## config.mk

```make
export PLATFORM = sky130hd
export DESIGN_NAME = acpc_control
export DESIGN_NICKNAME = d
export VERILOG_FILES = /design/src/acpc_pkg.sv /design/src/acpc_control.sv /design/src/acpc_fifo.sv
export SDC_FILE = /design/constraint.sdc
export NUM_CORES = 1
export LEC_CHECK = 0
export BUFFER_PORTS_ARGS = -buffer_cell sky130_fd_sc_hd__buf_4
export CORE_MARGIN = 2
export CORE_UTILIZATION = 25
export CTS_CLUSTER_DIAMETER = 80
export DETAILED_ROUTE_END_ITERATION = 12
export PLACE_DENSITY = 0.51
export SYNTH_ARGS = -nofsm -noshare
export SYNTH_HDL_FRONTEND = slang
export SYNTH_SLANG_ARGS = --single-unit
```

## constraint.sdc

```tcl
create_clock -name clk -period 3.67 [get_ports clk]
set_input_delay 0 -clock clk [delete_from_list [all_inputs] [get_ports clk]]
set_output_delay 0 -clock clk [all_outputs]
set_load 0.05 [all_outputs]
```

## src/acpc_pkg.sv

```systemverilog
package acpc_pkg;
	// ****************************************************************
	// Clock and conversion clock rates
	// ****************************************************************
	localparam int CLK_HZ = 250_000_000;
	localparam int CONV_HZ_HIGH = 225_000;
	localparam int CONV_HZ_FLOAT = 1_800_000;
	localparam logic [10:0] DIV_HIGH = 11'(CLK_HZ / CONV_HZ_HIGH);
	localparam logic [10:0] DIV_FLOAT = 11'(CLK_HZ / CONV_HZ_FLOAT);

	// ****************************************************************
	// Control byte and result framing
	// ****************************************************************
	localparam logic [1:0] MODE_EXT = 2'h3;
	localparam logic [1:0] MODE_INT = 2'h2;
	localparam logic [1:0] MODE_UNASSIGNED = 2'h1;
	localparam logic [1:0] MODE_POWER_DOWN = 2'h0;
	localparam int RESULT_BITS = 12;
	localparam int CODE_STEPS = 4096;
	localparam logic [3:0] CTRL_BITS = 4'h8;
	localparam logic [3:0] LAST_READ_BIT = 4'hf;
	localparam logic [3:0] LAST_RESULT_BIT = 4'hb;
	localparam logic [3:0] START_WINDOW_BIT = 4'h5;
	localparam logic [3:0] CONV_STEPS = 4'hc;
	localparam int FIFO_DEPTH = 8;

	// ****************************************************************
	// Decoded shutdown pin levels
	// ****************************************************************
	localparam logic [1:0] SHUTDOWN_PIN_LOW = 2'h0;
	localparam logic [1:0] SHUTDOWN_PIN_HIGH = 2'h1;
	localparam logic [1:0] SHUTDOWN_PIN_FLOAT = 2'h2;

	// ****************************************************************
	// Reset values
	// ****************************************************************
	localparam logic RESET_EXT_MODE = 1'b0;
	localparam logic RESET_STROBE = 1'b1;

	typedef enum logic [2:0] {
		ST_IDLE = 3'b000,
		ST_CTRL = 3'b001,
		ST_EXT_STROBE = 3'b010,
		ST_EXT_SHIFT = 3'b011,
		ST_INT_CONV = 3'b100,
		ST_INT_DONE = 3'b101,
		ST_INT_OUT = 3'b110
	} acpc_state_t;
endpackage : acpc_pkg

```

## src/acpc_control.sv

```systemverilog
`timescale 1ns/100ps
module acpc_control (
	input wire logic clk,
	input wire logic reset_n,
	input wire logic sclk,
	input wire logic cs_n,
	input wire logic din,
	input wire logic [1:0] shutdown_pin,
	input wire logic [11:0] analog_code,
	output logic dout,
	output logic dout_oe_n,
	output logic conversion_strobe,
	output logic strobe_oe_n,
	output logic hw_power_down,
	output logic sw_power_down,
	output logic ext_clock_mode,
	output logic converting
);
	// ****************************************************************
	// Pin synchronisers and serial clock edges
	// ****************************************************************
	logic [4:0] pin_meta;
	logic [4:0] pin_sync;
	logic sclk_prev;
	logic sclk_s;
	logic cs_n_s;
	logic din_s;
	logic [1:0] shutdown_pin_s;
	logic sclk_rise;
	logic sclk_fall;
	logic selected;

	// Multi-bit shutdown code is a slow static level, so plain double flopping is enough.
	// Reset shows an idle link and shutdown high, so no false edge or power-down follows.
	always_ff @(posedge clk or negedge reset_n) begin
		if (!reset_n) begin
			pin_meta <= {acpc_pkg::SHUTDOWN_PIN_HIGH, 3'h2};
			pin_sync <= {acpc_pkg::SHUTDOWN_PIN_HIGH, 3'h2};
			sclk_prev <= 1'b0;
		end else begin
			pin_meta <= {shutdown_pin, din, cs_n, sclk};
			pin_sync <= pin_meta;
			sclk_prev <= pin_sync[0];
		end
	end

	assign sclk_s = pin_sync[0];
	assign cs_n_s = pin_sync[1];
	assign din_s = pin_sync[2];
	assign shutdown_pin_s = pin_sync[4:3];
	assign sclk_rise = sclk_s && !sclk_prev;
	assign sclk_fall = !sclk_s && sclk_prev;
	assign selected = !cs_n_s;

	// ****************************************************************
	// Result buffer
	// ****************************************************************
	logic fifo_in_valid;
	logic fifo_in_ready;
	logic fifo_out_valid;
	logic fifo_out_ready;
	logic [11:0] fifo_out_data;
	logic [11:0] result;

	acpc_fifo #(
		.WIDTH(acpc_pkg::RESULT_BITS),
		.DEPTH(acpc_pkg::FIFO_DEPTH)
	) u_fifo (
		.clk(clk),
		.reset_n(reset_n),
		.in_valid(fifo_in_valid),
		.in_ready(fifo_in_ready),
		.in_data(result),
		.out_valid(fifo_out_valid),
		.out_ready(fifo_out_ready),
		.out_data(fifo_out_data)
	);

	// ****************************************************************
	// Conversion sequencer
	// ****************************************************************
	acpc_pkg::acpc_state_t state;
	acpc_pkg::acpc_state_t next_state;
	logic [7:0] ctrl;
	logic [7:0] next_ctrl;
	logic [3:0] bit_idx;
	logic [3:0] next_bit_idx;
	logic [11:0] next_result;
	logic [11:0] shreg;
	logic [11:0] next_shreg;
	logic [10:0] div_cnt;
	logic [10:0] next_div_cnt;
	logic [3:0] step;
	logic [3:0] next_step;
	logic pd_pending;
	logic next_pd_pending;
	logic next_dout;
	logic next_dout_oe_n;
	logic next_strobe;
	logic next_strobe_oe_n;
	logic next_hw_pd;
	logic next_sw_pd;
	logic next_ext_mode;
	logic next_converting;
	logic start_ok;
	logic conv_tick;

	always_comb begin
		next_state = state;
		next_ctrl = ctrl;
		next_bit_idx = bit_idx;
		next_result = result;
		next_shreg = shreg;
		next_div_cnt = '0;
		next_step = step;
		next_pd_pending = pd_pending;
		next_dout = dout;
		next_strobe = conversion_strobe;
		next_sw_pd = sw_power_down;
		next_ext_mode = ext_clock_mode;
		fifo_in_valid = 1'b0;
		fifo_out_ready = 1'b0;
		conv_tick = 1'b0;
		// A start bit is honoured only when idle or once bit 6 of the result has gone out.
		// A finished internal result only waits to be read, so the converter is idle there
		// and unread results stay queued in the buffer.
		start_ok = selected && sclk_rise && din_s && ((state == acpc_pkg::ST_IDLE)
			|| (state == acpc_pkg::ST_INT_OUT)
			|| (state == acpc_pkg::ST_EXT_SHIFT
			&& bit_idx > acpc_pkg::START_WINDOW_BIT));
		if (state == acpc_pkg::ST_INT_CONV) begin
			// Divider period follows the shutdown level.
			if (div_cnt == ((shutdown_pin_s == acpc_pkg::SHUTDOWN_PIN_FLOAT) ? acpc_pkg::DIV_FLOAT
				: acpc_pkg::DIV_HIGH) - 11'h001) begin
				conv_tick = 1'b1;
			end else begin
				next_div_cnt = div_cnt + 11'h001;
			end
		end
		if (shutdown_pin_s == acpc_pkg::SHUTDOWN_PIN_LOW) begin
			// Hardware shutdown wins over everything and discards the conversion.
			next_state = acpc_pkg::ST_IDLE;
			next_bit_idx = '0;
			next_step = '0;
			next_dout = 1'b0;
			next_pd_pending = 1'b0;
		end else if (start_ok) begin
			next_state = acpc_pkg::ST_CTRL;
			next_ctrl = 8'h01;
			next_bit_idx = 4'h1;
			next_sw_pd = 1'b0;
		end else begin
			unique case (state)
				acpc_pkg::ST_IDLE: begin
					next_dout = 1'b0;
				end
				acpc_pkg::ST_CTRL: begin
					if (sclk_rise && selected && bit_idx < acpc_pkg::CTRL_BITS) begin
						next_ctrl = {ctrl[6:0], din_s};
						next_bit_idx = bit_idx + 4'h1;
					end else if (sclk_fall && bit_idx == acpc_pkg::CTRL_BITS) begin
						next_result = analog_code;
						next_bit_idx = '0;
						next_step = '0;
						// Power-down and unassigned codes keep the last clock mode.
						unique case (ctrl[1:0])
							acpc_pkg::MODE_EXT: next_ext_mode = 1'b1;
							acpc_pkg::MODE_INT: next_ext_mode = 1'b0;
							acpc_pkg::MODE_UNASSIGNED: next_ext_mode = ext_clock_mode;
							acpc_pkg::MODE_POWER_DOWN: next_ext_mode = ext_clock_mode;
						endcase
						next_pd_pending = (ctrl[1:0] == acpc_pkg::MODE_POWER_DOWN);
						if (ctrl[1:0] == acpc_pkg::MODE_EXT || (!ctrl[1] && ext_clock_mode)) begin
							next_state = acpc_pkg::ST_EXT_STROBE;
							next_strobe = 1'b1;
						end else begin
							next_state = acpc_pkg::ST_INT_CONV;
							next_strobe = 1'b0;
						end
					end
				end
				acpc_pkg::ST_EXT_STROBE: begin
					if (sclk_fall) begin
						next_strobe = 1'b0;
						next_dout = result[11];
						next_bit_idx = 4'h1;
						next_state = acpc_pkg::ST_EXT_SHIFT;
					end
				end
				acpc_pkg::ST_EXT_SHIFT: begin
					if (sclk_fall) begin
						next_dout = (bit_idx <= acpc_pkg::LAST_RESULT_BIT)
							? result[acpc_pkg::LAST_RESULT_BIT - bit_idx] : 1'b0;
						next_bit_idx = bit_idx + 4'h1;
						if (bit_idx == acpc_pkg::LAST_RESULT_BIT) begin
							next_sw_pd = pd_pending;
						end
						if (bit_idx == acpc_pkg::LAST_READ_BIT) begin
							next_state = acpc_pkg::ST_IDLE;
						end
					end
				end
				acpc_pkg::ST_INT_CONV: begin
					next_div_cnt = conv_tick ? 11'h000 : next_div_cnt;
					if (conv_tick) begin
						next_step = step + 4'h1;
						if (step == acpc_pkg::CONV_STEPS - 4'h1) begin
							next_state = acpc_pkg::ST_INT_DONE;
						end
					end
				end
				acpc_pkg::ST_INT_DONE: begin
					// A full result buffer holds the strobe low; nothing is read here, so only hardware shutdown ends the wait.
					fifo_in_valid = 1'b1;
					if (fifo_in_ready) begin
						next_strobe = 1'b1;
						next_sw_pd = pd_pending;
						next_bit_idx = '0;
						next_state = acpc_pkg::ST_INT_OUT;
					end
				end
				acpc_pkg::ST_INT_OUT: begin
					if (sclk_fall) begin
						if (bit_idx == 4'h0) begin
							fifo_out_ready = 1'b1;
							next_shreg = {fifo_out_data[10:0], 1'b0};
							next_dout = fifo_out_data[11];
						end else begin
							next_shreg = {shreg[10:0], 1'b0};
							next_dout = shreg[11];
						end
						next_bit_idx = bit_idx + 4'h1;
						if (bit_idx == acpc_pkg::LAST_READ_BIT) begin
							next_state = acpc_pkg::ST_IDLE;
						end
					end
				end
				default: begin
					next_state = acpc_pkg::ST_IDLE;
				end
			endcase
		end
		next_hw_pd = (shutdown_pin_s == acpc_pkg::SHUTDOWN_PIN_LOW);
		next_dout_oe_n = !selected;
		// The strobe only floats with chip select high in external clock mode.
		next_strobe_oe_n = !selected && next_ext_mode;
		next_converting = (next_state == acpc_pkg::ST_EXT_STROBE)
			|| (next_state == acpc_pkg::ST_EXT_SHIFT && next_bit_idx <= acpc_pkg::LAST_RESULT_BIT)
			|| (next_state == acpc_pkg::ST_INT_CONV) || (next_state == acpc_pkg::ST_INT_DONE);
	end

	always_ff @(posedge clk or negedge reset_n) begin
		if (!reset_n) begin
			state <= acpc_pkg::ST_IDLE;
			ctrl <= '0;
			bit_idx <= '0;
			result <= '0;
			shreg <= '0;
			div_cnt <= '0;
			step <= '0;
			pd_pending <= 1'b0;
			dout <= 1'b0;
			dout_oe_n <= 1'b1;
			conversion_strobe <= acpc_pkg::RESET_STROBE;
			strobe_oe_n <= 1'b0;
			hw_power_down <= 1'b0;
			sw_power_down <= 1'b0;
			ext_clock_mode <= acpc_pkg::RESET_EXT_MODE;
			converting <= 1'b0;
		end else begin
			state <= next_state;
			ctrl <= next_ctrl;
			bit_idx <= next_bit_idx;
			result <= next_result;
			shreg <= next_shreg;
			div_cnt <= next_div_cnt;
			step <= next_step;
			pd_pending <= next_pd_pending;
			dout <= next_dout;
			dout_oe_n <= next_dout_oe_n;
			conversion_strobe <= next_strobe;
			strobe_oe_n <= next_strobe_oe_n;
			hw_power_down <= next_hw_pd;
			sw_power_down <= next_sw_pd;
			ext_clock_mode <= next_ext_mode;
			converting <= next_converting;
		end
	end
endmodule : acpc_control

```

## src/acpc_fifo.sv

```systemverilog
`timescale 1ns/100ps
module acpc_fifo #(
	parameter int WIDTH = 12,
	parameter int DEPTH = 8
) (
	input wire logic clk,
	input wire logic reset_n,
	input wire logic in_valid,
	output logic in_ready,
	input wire logic [WIDTH-1:0] in_data,
	output logic out_valid,
	input wire logic out_ready,
	output logic [WIDTH-1:0] out_data
);
	localparam int AW = $clog2(DEPTH);

	logic [WIDTH-1:0] mem [DEPTH];
	logic [AW-1:0] wr_ptr;
	logic [AW-1:0] rd_ptr;
	logic [AW:0] count;
	logic [AW-1:0] next_wr_ptr;
	logic [AW-1:0] next_rd_ptr;
	logic [AW:0] next_count;
	logic push;
	logic pop;

	assign in_ready = (count != (AW+1)'(DEPTH));
	assign out_valid = (count != '0);
	assign out_data = mem[rd_ptr];

	always_comb begin
		push = in_valid && in_ready;
		pop = out_valid && out_ready;
		next_wr_ptr = wr_ptr;
		next_rd_ptr = rd_ptr;
		next_count = count;
		if (push) begin
			next_wr_ptr = (wr_ptr == AW'(DEPTH - 1)) ? '0 : wr_ptr + 1'b1;
		end
		if (pop) begin
			next_rd_ptr = (rd_ptr == AW'(DEPTH - 1)) ? '0 : rd_ptr + 1'b1;
		end
		if (push && !pop) begin
			next_count = count + 1'b1;
		end else if (pop && !push) begin
			next_count = count - 1'b1;
		end
	end

	always_ff @(posedge clk or negedge reset_n) begin
		if (!reset_n) begin
			wr_ptr <= '0;
			rd_ptr <= '0;
			count <= '0;
		end else begin
			wr_ptr <= next_wr_ptr;
			rd_ptr <= next_rd_ptr;
			count <= next_count;
		end
	end

	// The storage has no reset; only the pointers and the count say what is valid.
	always_ff @(posedge clk) begin
		if (push) begin
			mem[wr_ptr] <= in_data;
		end
	end
endmodule : acpc_fifo

```

==> key figures, run 1 <==
Placed design
  – Placed cell count: 968
  – Placer Congestion: around 0.85
  – I/O Buffers: 26
  – Placed cell area: ~8500 um^2
  – Hpwl dp: approximately 11 mm

Logic synthesis
  – Synth Area in Adders: about 3.3%
  – Simple-gate share of the synthesized area: between 10% and 20%
  – Fraction of registers with async set/reset: between 40% and 50%
  – Top FF cell, synth: edfxtp_1
  – Synth Net Count: ~590
  – Mux contribution to synthesized area: ~12%
  – Synth Warn #: 0
  – Largest family of logic cells by synthesized area: multiplexers
  – Mapped Cells: ~550
  – Post-synthesis compound-gate area fraction: 7.06%
  – Mean Syn Cell Area: roughly 14 um^2
  – Post-synth EDFFs: 96
  – Yosys reg bits: between 150 and 200
  – Seq/Total Area, Yosys: 62.5%
  – Netlist cell types: slightly above 70
  – Post-synthesis cell area: between 7000 and 8000 um^2
  – XOR/XNOR share of the synthesized area: about 1.6%

Worst hold path
  – Hold WC Path Type: in2async

Setup path
  – FF-to-FF Start: bit_idx[3]$_DFF_PN0_
  – Worst path top cell family by delay: compound AO/OA/AOI/OAI gates
  – Worst setup EP type: register
  – Worst path most repeated cell: ha_1
  – Crit. Startpoint: bit_idx[3]$_DFF_PN0_
  – Crit Path Category: reg2reg
  – Startpoint types: register
  – Critical Path RT: approximately 4000 ps
  – Max stage delay on crit path: 490 ps
  – WP depth: 15
  – R2R depth: 15
  – Critical Path AT: 3520 ps
  – Reg-to-reg slack, setup: roughly 470 ps
  – Critical-path cell list: inv_1 > ha_1 > nor2b_1 > o21ai_2 > o211a_4 > nand3_4 > a211o_1 > ha_1 > inv_1 > ha_1 > a21o_2 > a21oi_1 > xnor2_1 > nor2_1 > xnor2_1
  – Crit-path slowest cell: dfrtp_1
  – Crit path max fanout: 7
  – Worst Path Buf+Inv: 2

STA
  – Tmin final: about 3200 ps
  – RSZ-0062 raised after global routing: no
  – Final Skew: about 8.7 ps
  – Fmax: between 300 and 400 MHz
  – Worst Max-Slew Pin Slew: 965 ps
  – Worst slew margin: between 30% and 40%
  – Final hold violations: 0
  – Setup tns final: 0 ps
  – Final Cycle Share: 87.2%
  – Setup violations, final: 0
  – Slew Limit Fails: 0

Floorplan
  – Core area: approximately 30000 um^2
  – Top Ports: 27
  – Site Rows: 64
  – Die area: about 32000 um^2
  – Die Height: roughly 180 um
  – Initial Utilization: about 25%
  – Die Wd: about 180 um

Layout
  – Final Non-Filler Cells: about 1000
  – Final #Nets: ~650
  – Area Overhead vs Synth: 19.6%
  – Layout Cell Area excl Fill: 9230 um^2
  – Commonest non-fill, non-tap cell in the layout: edfxtp_1
  – Diode count: 0
  – Most frequent cells in the layout: edfxtp_1 (96), dfrtp_1 (71), nor2_1 (48)
  – Layout cells sized above 1: between 20% and 30%

Global routing
  – Global route total overflow: 0
  – Pin count of the biggest net entering global routing: between 40 and 50
  – Vias in the first global route: around 4700
  – Global-route wire length before repair: 27.5 mm
  – All-Layer GR Usage: a little over a tenth
  – Initial antenna violation count: 0

Pwr
  – Clock power frac: approximately 45%
  – Worst vdd ir: ~340 uV
  – P_leak: around 0.0036 uW
  – Sequential Power Share: around half
  – Pwr Density: ~430 nW/um^2
  – Psw: 928 uW
  – Gate power share: 3.6%
  – Switch share: between 20 and 25%
  – Pint: ~3100 uW

CTS
  – Htree depth: 4
  – Root Driver: clkbuf_16
  – Clk slew on worst S/H paths: 70 ps
  – Clock Latency Late Sink: roughly 440 ps
  – CTS sink cnt: ~170
  – TritonCTS clock tree: built
  – Setup Fix Bufs, Post-CTS: 0
  – Num CTS Buffers: 17
  – Clock Tree Buf Depth: 2

Route
  – Vias per Instance: ~4.5
  – Avg WL per Cell: 16.4 um
  – DR iter-0 viols: 403
  – ANT nets after route: 0
  – DRT Pass-1 Iters: 4
  – Vias after detailed routing: ~4600
  – Final wirelength: approximately 17 mm
  – # DRC: 0

Flow run
  – Max Cap Violations: 0

Status
  – Outcome: finished clean
Yosys cell counts, types with 12 or more instances:
library cell / count / area share [%]
a21oi_1: 31 / 2.0
dfrtp_1: 71 / 23
edfxtp_1: 96 / 37
ha_1: 18 / 2.9
inv_1: 15 / 0.73
mux2_2: 18 / 2.6
mux2i_1: 14 / 1.8
mux4_2: 27 / 7.9
nand2_1: 35 / 1.7
nor2_1: 48 / 2.3
nor3_1: 12 / 0.78
o21ai_0: 26 / 1.7
xnor2_1: 12 / 1.4
path summary, 6_finish.rpt:
kind / end
max in group asynchronous: dout_oe_n$_DFF_PN1_
min: converting$_DFF_PN0_
max reg2reg: u_fifo.count[3]$_DFFE_PN0P_
max: u_fifo.count[3]$_DFFE_PN0P_
min reg2reg: pin_sync[2]$_DFF_PN0_
min in group clk: pin_meta[0]$_DFF_PN0_
registers in the layout, indices dropped and copies added (netlist names), 2 cells and up:
name	cells
u_fifo.mem	96
u_fifo.wr_ptr	3
pin_meta	5
step	4
result	12
shreg	11
bit_idx	4
ctrl	2
u_fifo.count	4
u_fifo.rd_ptr	3
div_cnt	11
pin_sync	5
state	3
power groups by stage:
stage | sequential [uW] | combinational, uW | clock (uW)
2_1_floorplan | 2110 | 66.8 | 0
3_3_place_gp | 2100 | 133 | 0
3_5_place_dp | 2100 | 132 | 0
4_1_cts | 2060 | 148 | 1840
5_1_grt | 2070 | 162 | 1920
6_report | 2060 | 145 | 1790
logic make-up (layout without fill, tap and decap cells):
kind of cell,after synthesis,after routing
flip-flops,173,173
AND/OR/NAND/NOR,158,158
AO/OA/AOI/OAI,87,87
multiplexers,59,59
buffers and inverters,38,111
adder cells (fa/ha/maj),20,20
XOR/XNOR,14,14
repair_timing:
item                       in CTS  in global routing
setup endpoints to repair       0                  0
hold buffers                   18                  0
hold endpoints to repair       61                  0
resized for setup               0                  0
per-stage QoR:
stage / hold WS (ps) / worst slack [ps] / util, % / total power (uW)
global route: 197 / 206 / 30.2 / 4150
global placement: 81.8 / 491 / 27.7 / 2240
detailed placement: 82.2 / 461 / 27.7 / 2240
CTS: 160 / 455 / 30.2 / 4050
floorplan: -296 / 618 / - / 2170
finish: 146 / 471 / 30.2 / 4000
per-layer routing:
metal  global-route usage [%]  up-vias  wire length (um)
met5                        0        -                 0
met4                     4.00        0               264
met3                     1.84       17               564
met2                     16.8       71              7760
met1                     15.5     2302              8140
li1                         -     2171                 -
final cells by class:
cell class | instances | area (um^2)
clock buffer | 17 | 425
fill | 3049 | 21300
sequential | 173 | 4820
multi-input combinational | 338 | 2740
inverter | 15 | 56.3
timing repair buffer | 64 | 538
tap | 396 | 495
clock inverter | 15 | 155
Power figures use the tool's default switching activity.
==> inputs of run 2 (changes only) <==
--- a/config.mk
+++ b/config.mk
@@ -6,11 +6,13 @@
 export NUM_CORES = 1
 export LEC_CHECK = 0
 export BUFFER_PORTS_ARGS = -buffer_cell sky130_fd_sc_hd__buf_4
+export CELL_PAD_IN_SITES_DETAIL_PLACEMENT = 0
+export CELL_PAD_IN_SITES_GLOBAL_PLACEMENT = 1
 export CORE_MARGIN = 2
 export CORE_UTILIZATION = 25
 export CTS_CLUSTER_DIAMETER = 80
 export DETAILED_ROUTE_END_ITERATION = 12
-export PLACE_DENSITY = 0.51
+export PLACE_DENSITY = 0.56
 export SYNTH_ARGS = -nofsm -noshare
 export SYNTH_HDL_FRONTEND = slang
 export SYNTH_SLANG_ARGS = --single-unit
==> run 2 against run 1 <==
Compared with the run above: clock skew rose by 0.58 ps; cell count rose by 0.20%; combinational power barely moved; final area fell by 0.15%; hold slack improved by 14 ps; clock-buffer cell count rose by 4; total power rose by 0.46%; setup slack got worse by 31 ps; first-iteration DRC count fell by 26%; largest power group unchanged; highest routed layer unchanged.
==> key figures, run 2 (same netlist as run 1, synthesis figures left out) <==
Floorplan
  – Die area: 32300 um^2 (unchanged)
  – Die Height: 180 um (unchanged)
  – Die Wd: 180 um (unchanged)
  – Core area: 30500 um^2 (unchanged)
  – Site Rows: 64 (unchanged)
  – Top Ports: 27 (unchanged)
  – Initial Utilization: 25.3% (unchanged)

STA
  – Final hold violations: 0 (unchanged)
  – Final Cycle Share: 88.0% (+0.85 points)
  – RSZ-0062 raised after global routing: no
  – Slew Limit Fails: 0 (unchanged)
  – Worst slew margin: 40.8% (+5.2 points)
  – Setup tns final: 0 ps (unchanged)
  – Setup violations, final: 0 (unchanged)
  – Worst Max-Slew Pin Slew: 888 ps (-77.7 ps)
  – Final Skew: 9.31 ps (+0.583 ps)
  – Fmax: 310 MHz (-0.97%)
  – Tmin final: 3230 ps (+31.2 ps)

Setup path
  – Worst setup EP type: register
  – Worst path top cell family by delay: compound AO/OA/AOI/OAI gates
  – Worst Path Buf+Inv: 2 (unchanged)
  – Critical Path AT: 3550 ps (+30 ps)
  – Critical Path RT: 3990 ps (about the same)
  – Crit path max fanout: 7 (unchanged)
  – Critical-path cell list: inv_1 > ha_1 > nor2b_1 > o21ai_2 > o211a_4 > nand3_4 > a211o_1 > ha_1 > inv_1 > ha_1 > a21o_2 > a21oi_1 > xnor2_1 > nor2_1 > xnor2_1
  – Startpoint types: register
  – Max stage delay on crit path: 500 ps (about the same)
  – Worst path most repeated cell: ha_1
  – Reg-to-reg slack, setup: 440 ps (-30 ps)
  – R2R depth: 15 (unchanged)
  – Crit Path Category: reg2reg
  – WP depth: 15 (unchanged)
  – Crit-path slowest cell: dfrtp_1

Route
  – # DRC: 0 (unchanged)
  – DRT Pass-1 Iters: 5 (+1)
  – DR iter-0 viols: 298 (-26%)
  – Vias per Instance: 4.64 (+3.5%)
  – ANT nets after route: 0 (unchanged)
  – Vias after detailed routing: 4729 (+3.7%)
  – Avg WL per Cell: 17.4 um (+6.0%)
  – Final wirelength: 17.8 mm (+6.2%)

CTS
  – Num CTS Buffers: 17 (unchanged)
  – Root Driver: clkbuf_16
  – CTS sink cnt: 173 (unchanged)
  – Clock Tree Buf Depth: 2 (unchanged)
  – Htree depth: 4 (unchanged)
  – Clk slew on worst S/H paths: 70 ps (about the same)
  – CTS resizes: 0 (unchanged)
  – TritonCTS clock tree: built
  – Clock Latency Late Sink: 430 ps (about the same)

Layout
  – Top flop regs: u_fifo.mem: 96 flops, result: 12 flops
  – Commonest non-fill, non-tap cell in the layout: edfxtp_1
  – Area Overhead vs Synth: 19.5%
  – Layout cells sized above 1: 23.6% (-0.56 points)
  – Largest register FFs: 96 (unchanged)
  – Most frequent cells in the layout: edfxtp_1 (96), dfrtp_1 (71), nor2_1 (48), buf_4 (48), nand2_1 (35)
  – Final #Nets: 649 (+0.31%)
  – Diode count: 0 (unchanged)
  – Layout Cell Area excl Fill: 9210 um^2 (-0.15%)
  – Largest reg by FF count: u_fifo.mem
  – Final Non-Filler Cells: 1020 (+0.20%)

Placed design
  – Placed cell area: 8450 um^2 (-0.21%)
  – Placer Congestion: 0.862 (+1.6%)
  – I/O Buffers: 26 (unchanged)
  – Hpwl dp: 11.8 mm (+5.6%)
  – Placed cell count: 970 (+0.21%)

Pwr
  – Gate power share: 3.6% (about the same)
  – P_leak: 0.00365 uW (+0.16%)
  – Sequential Power Share: 51.4% (-0.2 points)
  – Pwr Density: 436 nW/um^2 (+0.61%)
  – Worst vdd ir: 338 uV (-0.38%)
  – Clock power frac: 45.0% (+0.2 points)
  – Psw: 873 uW (-5.9%)
  – Total power: 4020 uW (+0.46%)
  – Switch share: 21.7% (-1.5 points)
  – Pint: 3150 uW (+2.4%)

Status
  – Outcome: finished clean

Global routing
  – All-Layer GR Usage: 11.5% (+0.57 points)
  – Global-route wire length before repair: 28.4 mm (+3.4%)
  – Global route total overflow: 0 (unchanged)
  – Pin count of the biggest net entering global routing: 49 (+6.5%)
  – Initial antenna violation count: 0 (unchanged)
  – Vias in the first global route: 4923 (+3.8%)

Flow run
  – Max Cap Violations: 0 (unchanged)

Worst hold path
  – Hold WC Path Type: in2async
## run 2: changes by cell type in the layout (fill, tap and decap cells not counted)
cell,change
inv_6,-3
clkbuf_8,+1
buf_4,+3
bufinv_16,+1
nor3_2,-4
clkinv_2,+2
inv_8,-1
nor3_1,+4
clkbuf_1,+3
clkinv_1,-2
buf_12,-1
clkinv_8,-1
## run 2: repair_timing
item,CTS,global route
endpoints found under the hold margin,58,0
buffers inserted,0,0
hold buffers,18,0
## run 2: path summary, 6_finish.rpt
| path | to | startpoint |
|---|---|---|
| worst min-delay path | converting$_DFF_PN0_ | reset_n |
| max in group asynchronous | result[6]$_DFFE_PN0P_ | reset_n |
| worst min register to register | pin_sync[2]$_DFF_PN0_ | pin_meta[2]$_DFF_PN0_ |
| worst max register to register | u_fifo.count[3]$_DFFE_PN0P_ | bit_idx[3]$_DFF_PN0_ |
| worst max-delay path | u_fifo.count[3]$_DFFE_PN0P_ | bit_idx[3]$_DFF_PN0_ |
| min in group clk | pin_meta[0]$_DFF_PN0_ | sclk |
## run 2: routing by layer
metal	GRT usage (%)	vias to the layer above	wire length, um
met5	0	-	0
met4	4.52	0	370
met1	14.4	2441	8010
li1	-	2181	-
met2	19.6	82	8930
met3	2.01	25	452
## run 2: area by class of cell
cell class	count	area, um^2
fill	3036	21300
sequential	173	4820
multi-input combinational	338	2720
timing repair buffer	66	541
tap	396	495
clock buffer	21	450
clock inverter	11	134
inverter	15	56.3
## run 2: per-stage QoR
step / hold slack (ps) / utilization [%] / worst slack, ps
after floorplan: -296 / - / 618
after global placement: 89.1 / 27.7 / 494
after detailed placement: 102 / 27.7 / 439
after CTS: 188 / 30.2 / 435
after global routing: 206 / 30.2 / 217
final: 160 / 30.2 / 440
## run 2: power groups by stage
stage / clock (uW) / combinational, uW / sequential, uW
finish: 1810 / 145 / 2070
global placement: 0 / 132 / 2110
floorplan: 0 / 66.8 / 2110
detailed placement: 0 / 131 / 2110
global route: 1940 / 159 / 2070
CTS: 1860 / 147 / 2070
==> inputs of run 3 (changes only) <==
--- a/config.mk
+++ b/config.mk
@@ -5,14 +5,16 @@
 export SDC_FILE = /design/constraint.sdc
 export NUM_CORES = 1
 export LEC_CHECK = 0
-export BUFFER_PORTS_ARGS = -buffer_cell sky130_fd_sc_hd__buf_4
+export CAP_MARGIN = 5
 export CELL_PAD_IN_SITES_DETAIL_PLACEMENT = 0
 export CELL_PAD_IN_SITES_GLOBAL_PLACEMENT = 1
 export CORE_MARGIN = 2
 export CORE_UTILIZATION = 25
 export CTS_CLUSTER_DIAMETER = 80
 export DETAILED_ROUTE_END_ITERATION = 12
-export PLACE_DENSITY = 0.56
+export DONT_BUFFER_PORTS = 1
+export PLACE_DENSITY = 0.55
+export SLEW_MARGIN = 0
 export SYNTH_ARGS = -nofsm -noshare
 export SYNTH_HDL_FRONTEND = slang
 export SYNTH_SLANG_ARGS = --single-unit
==> run 3 against run 2 <==
Compared with the run above: core utilization is 0.65 points lower; global-route usage is 0.44 points lower; die area stayed put; sequential cell count stayed put; combinational power is 12% lower; clock skew hardly changed; final area is 2.2% lower; wire length is 3.5% lower; hold slack worse by 51 ps; total power is 1.2% lower; non-clock buffer count is 28 lower; critical path type unchanged; critical endpoint unchanged; highest routed layer unchanged.
==> key figures, run 3 (same netlist as run 1, synthesis figures left out) <==
Pwr
  – Pwr Density: 441 nW/um^2 (+1.0%)
  – Worst vdd ir: 394 uV (+17%)
  – P_leak: 0.00351 uW (-3.8%)

Floorplan
  – Top Ports: 27 (unchanged)
  – Core area: 30500 um^2 (unchanged)
  – Site Rows: 64 (unchanged)
  – Die area: 32300 um^2 (unchanged)
  – Die Wd: 180 um (unchanged)
  – Die Height: 180 um (unchanged)
  – Initial Utilization: 25.3% (unchanged)

STA
  – Slew Limit Fails: 0 (unchanged)
  – RSZ-0062 raised after global routing: no
  – Hold Slack: 109 ps (-50.7 ps)
  – Final Cycle Share: 87.2% (-0.80 points)
  – Fmax: 312 MHz (+0.92%)
  – Setup violations, final: 0 (unchanged)
  – Final Skew: 9.35 ps (+0.0392 ps)
  – Worst slew margin: 50.8% (+10 points)
  – Setup tns final: 0 ps (unchanged)
  – Worst Max-Slew Pin Slew: 730 ps (-158 ps)
  – Final hold violations: 0 (unchanged)
  – Tmin final: 3200 ps (-29.4 ps)

Route
  – # DRC: 0 (unchanged)
  – DR iter-0 viols: 296 (-0.67%)
  – ANT nets after route: 0 (unchanged)
  – Final wirelength: 17.1 mm (-3.5%)
  – Avg WL per Cell: 17.3 um (-0.75%)
  – Vias after detailed routing: 4594 (-2.9%)
  – DRT Pass-1 Iters: 4 (-1)
  – Vias per Instance: 4.63 (-0.11%)

Status
  – Outcome: finished clean

Global routing
  – Vias in the first global route: 4910 (-0.26%)
  – Global-route wire length before repair: 27.5 mm (-3.3%)
  – All-Layer GR Usage: 11.0% (-0.44 points)
  – Initial antenna violation count: 0 (unchanged)
  – Met1 Use GR: 13.8% (-0.66 points)
  – GR peak layer: met2
  – Grt met2 use: 18.9% (-0.70 points)
  – Pin count of the biggest net entering global routing: 78 (+59%)
  – Global route total overflow: 0 (unchanged)
  – M3 GR Usage: 2.11% (+0.10 points)

Setup path
  – Worst setup EP type: register
  – R2R depth: 15 (unchanged)
  – Startpoint types: register
  – Crit path max fanout: 7 (unchanged)
  – Critical Path RT: 3980 ps (about the same)
  – Crit Path Category: reg2reg
  – Critical Path AT: 3510 ps (-40 ps)

Flow run
  – Max Cap Violations: 0 (unchanged)

Layout
  – Top flop regs: u_fifo.mem: 96 flops, result: 12 flops
  – Layout cells sized above 1: 19.8% (-3.8 points)
  – Final core occ: 29.5% (-0.65 points)
  – Final #Nets: 621 (-4.3%)
  – Most frequent cells in the layout: edfxtp_1 (96), dfrtp_1 (71), nor2_1 (48)
  – Largest reg by FF count: u_fifo.mem
  – Diode count: 0 (unchanged)
  – Commonest non-fill, non-tap cell in the layout: edfxtp_1
  – Layout Cell Area excl Fill: 9010 um^2 (-2.2%)
  – Largest register FFs: 96 (unchanged)
  – Area Overhead vs Synth: 16.9%

Placed design
  – Placer Congestion: 0.875 (+1.6%)
  – Placed cell area: 8230 um^2 (-2.6%)
  – Hpwl dp: 11.1 mm (-5.3%)
  – I/O Buffers: 0 (-100%)

CTS
  – Clock Tree Buf Depth: 2 (unchanged)
  – CTS sink cnt: 173 (unchanged)
  – Setup Fix Bufs, Post-CTS: 0 (unchanged)
  – Htree depth: 4 (unchanged)
  – Clock Latency Late Sink: 430 ps (about the same)
  – CTS resizes: 0 (unchanged)
  – TritonCTS clock tree: built
  – Root Driver: clkbuf_16
  – Num CTS Buffers: 17 (unchanged)
  – Clk slew on worst S/H paths: 70 ps (about the same)

Worst hold path
  – Hold Path Depth: 1
  – Hold WC Path Type: in2reg
-- run 3: per-stage QoR --
stage | std cells | setup WS, ps | total power [uW]
after floorplan | 549 | 618 | 2170
after global placement | 941 | 504 | 2200
after detailed placement | 941 | 483 | 2200
after CTS | 992 | 445 | 4030
after global routing | 992 | 185 | 4120
final | 992 | 469 | 3970
-- run 3: power breakdown --
group / total [uW] / leakage [uW] / switching (uW) / internal [uW]
logic: 127 / 0.00108 / 78.4 / 49.0
clock network: 1770 / 0.000274 / 761 / 1010
registers: 2070 / 0.00215 / 17.2 / 2050
total: 3970 / 0.00351 / 857 / 3120
-- run 3: critical path, stage by stage (launching register included) --
cell and delay, ps:
dfrtp_1 470, inv_1 120, ha_1 200, nor2b_1 140
o21ai_2 170, o211a_4 230, nand3_4 80, a211o_1 360
ha_1 250, inv_1 120, ha_1 250, a21o_2 210
a21oi_1 160, xnor2_1 140, nor2_1 70, xnor2_1 130
-- run 3: path summary, 6_finish.rpt --
check,from,to,slack (ps)
worst min register to register,pin_meta[4]$_DFF_PN0_,pin_sync[4]$_DFF_PN0_,350
worst min-delay path,shutdown_pin[0],pin_meta[3]$_DFF_PN1_,110
worst max register to register,bit_idx[3]$_DFF_PN0_,u_fifo.count[3]$_DFFE_PN0P_,470
max in group asynchronous,reset_n,dout_oe_n$_DFF_PN1_,3150
min in group asynchronous,reset_n,u_fifo.count[2]$_DFFE_PN0P_,160
worst max-delay path,bit_idx[3]$_DFF_PN0_,u_fifo.count[3]$_DFFE_PN0P_,470
-- run 3: layout make-up --
type,count,area (um^2)
fill,3036,21500
clock buffer,21,440
inverter,15,56.3
clock inverter,11,135
multi-input combinational,338,2720
tap,396,495
sequential,173,4820
timing repair buffer,38,350
-- run 3: repair_timing --
item,4_1_cts,5_1_grt
hold buffers,19,0
endpoints found under the setup margin,0,0
endpoints found under the hold margin,94,0
-- run 3: routing by layer --
metal  wire length [um]  share of wire, %
met2               8750                51
met3                524               3.1
met5                  0                 0
met4                367               2.1
met1               7500                44
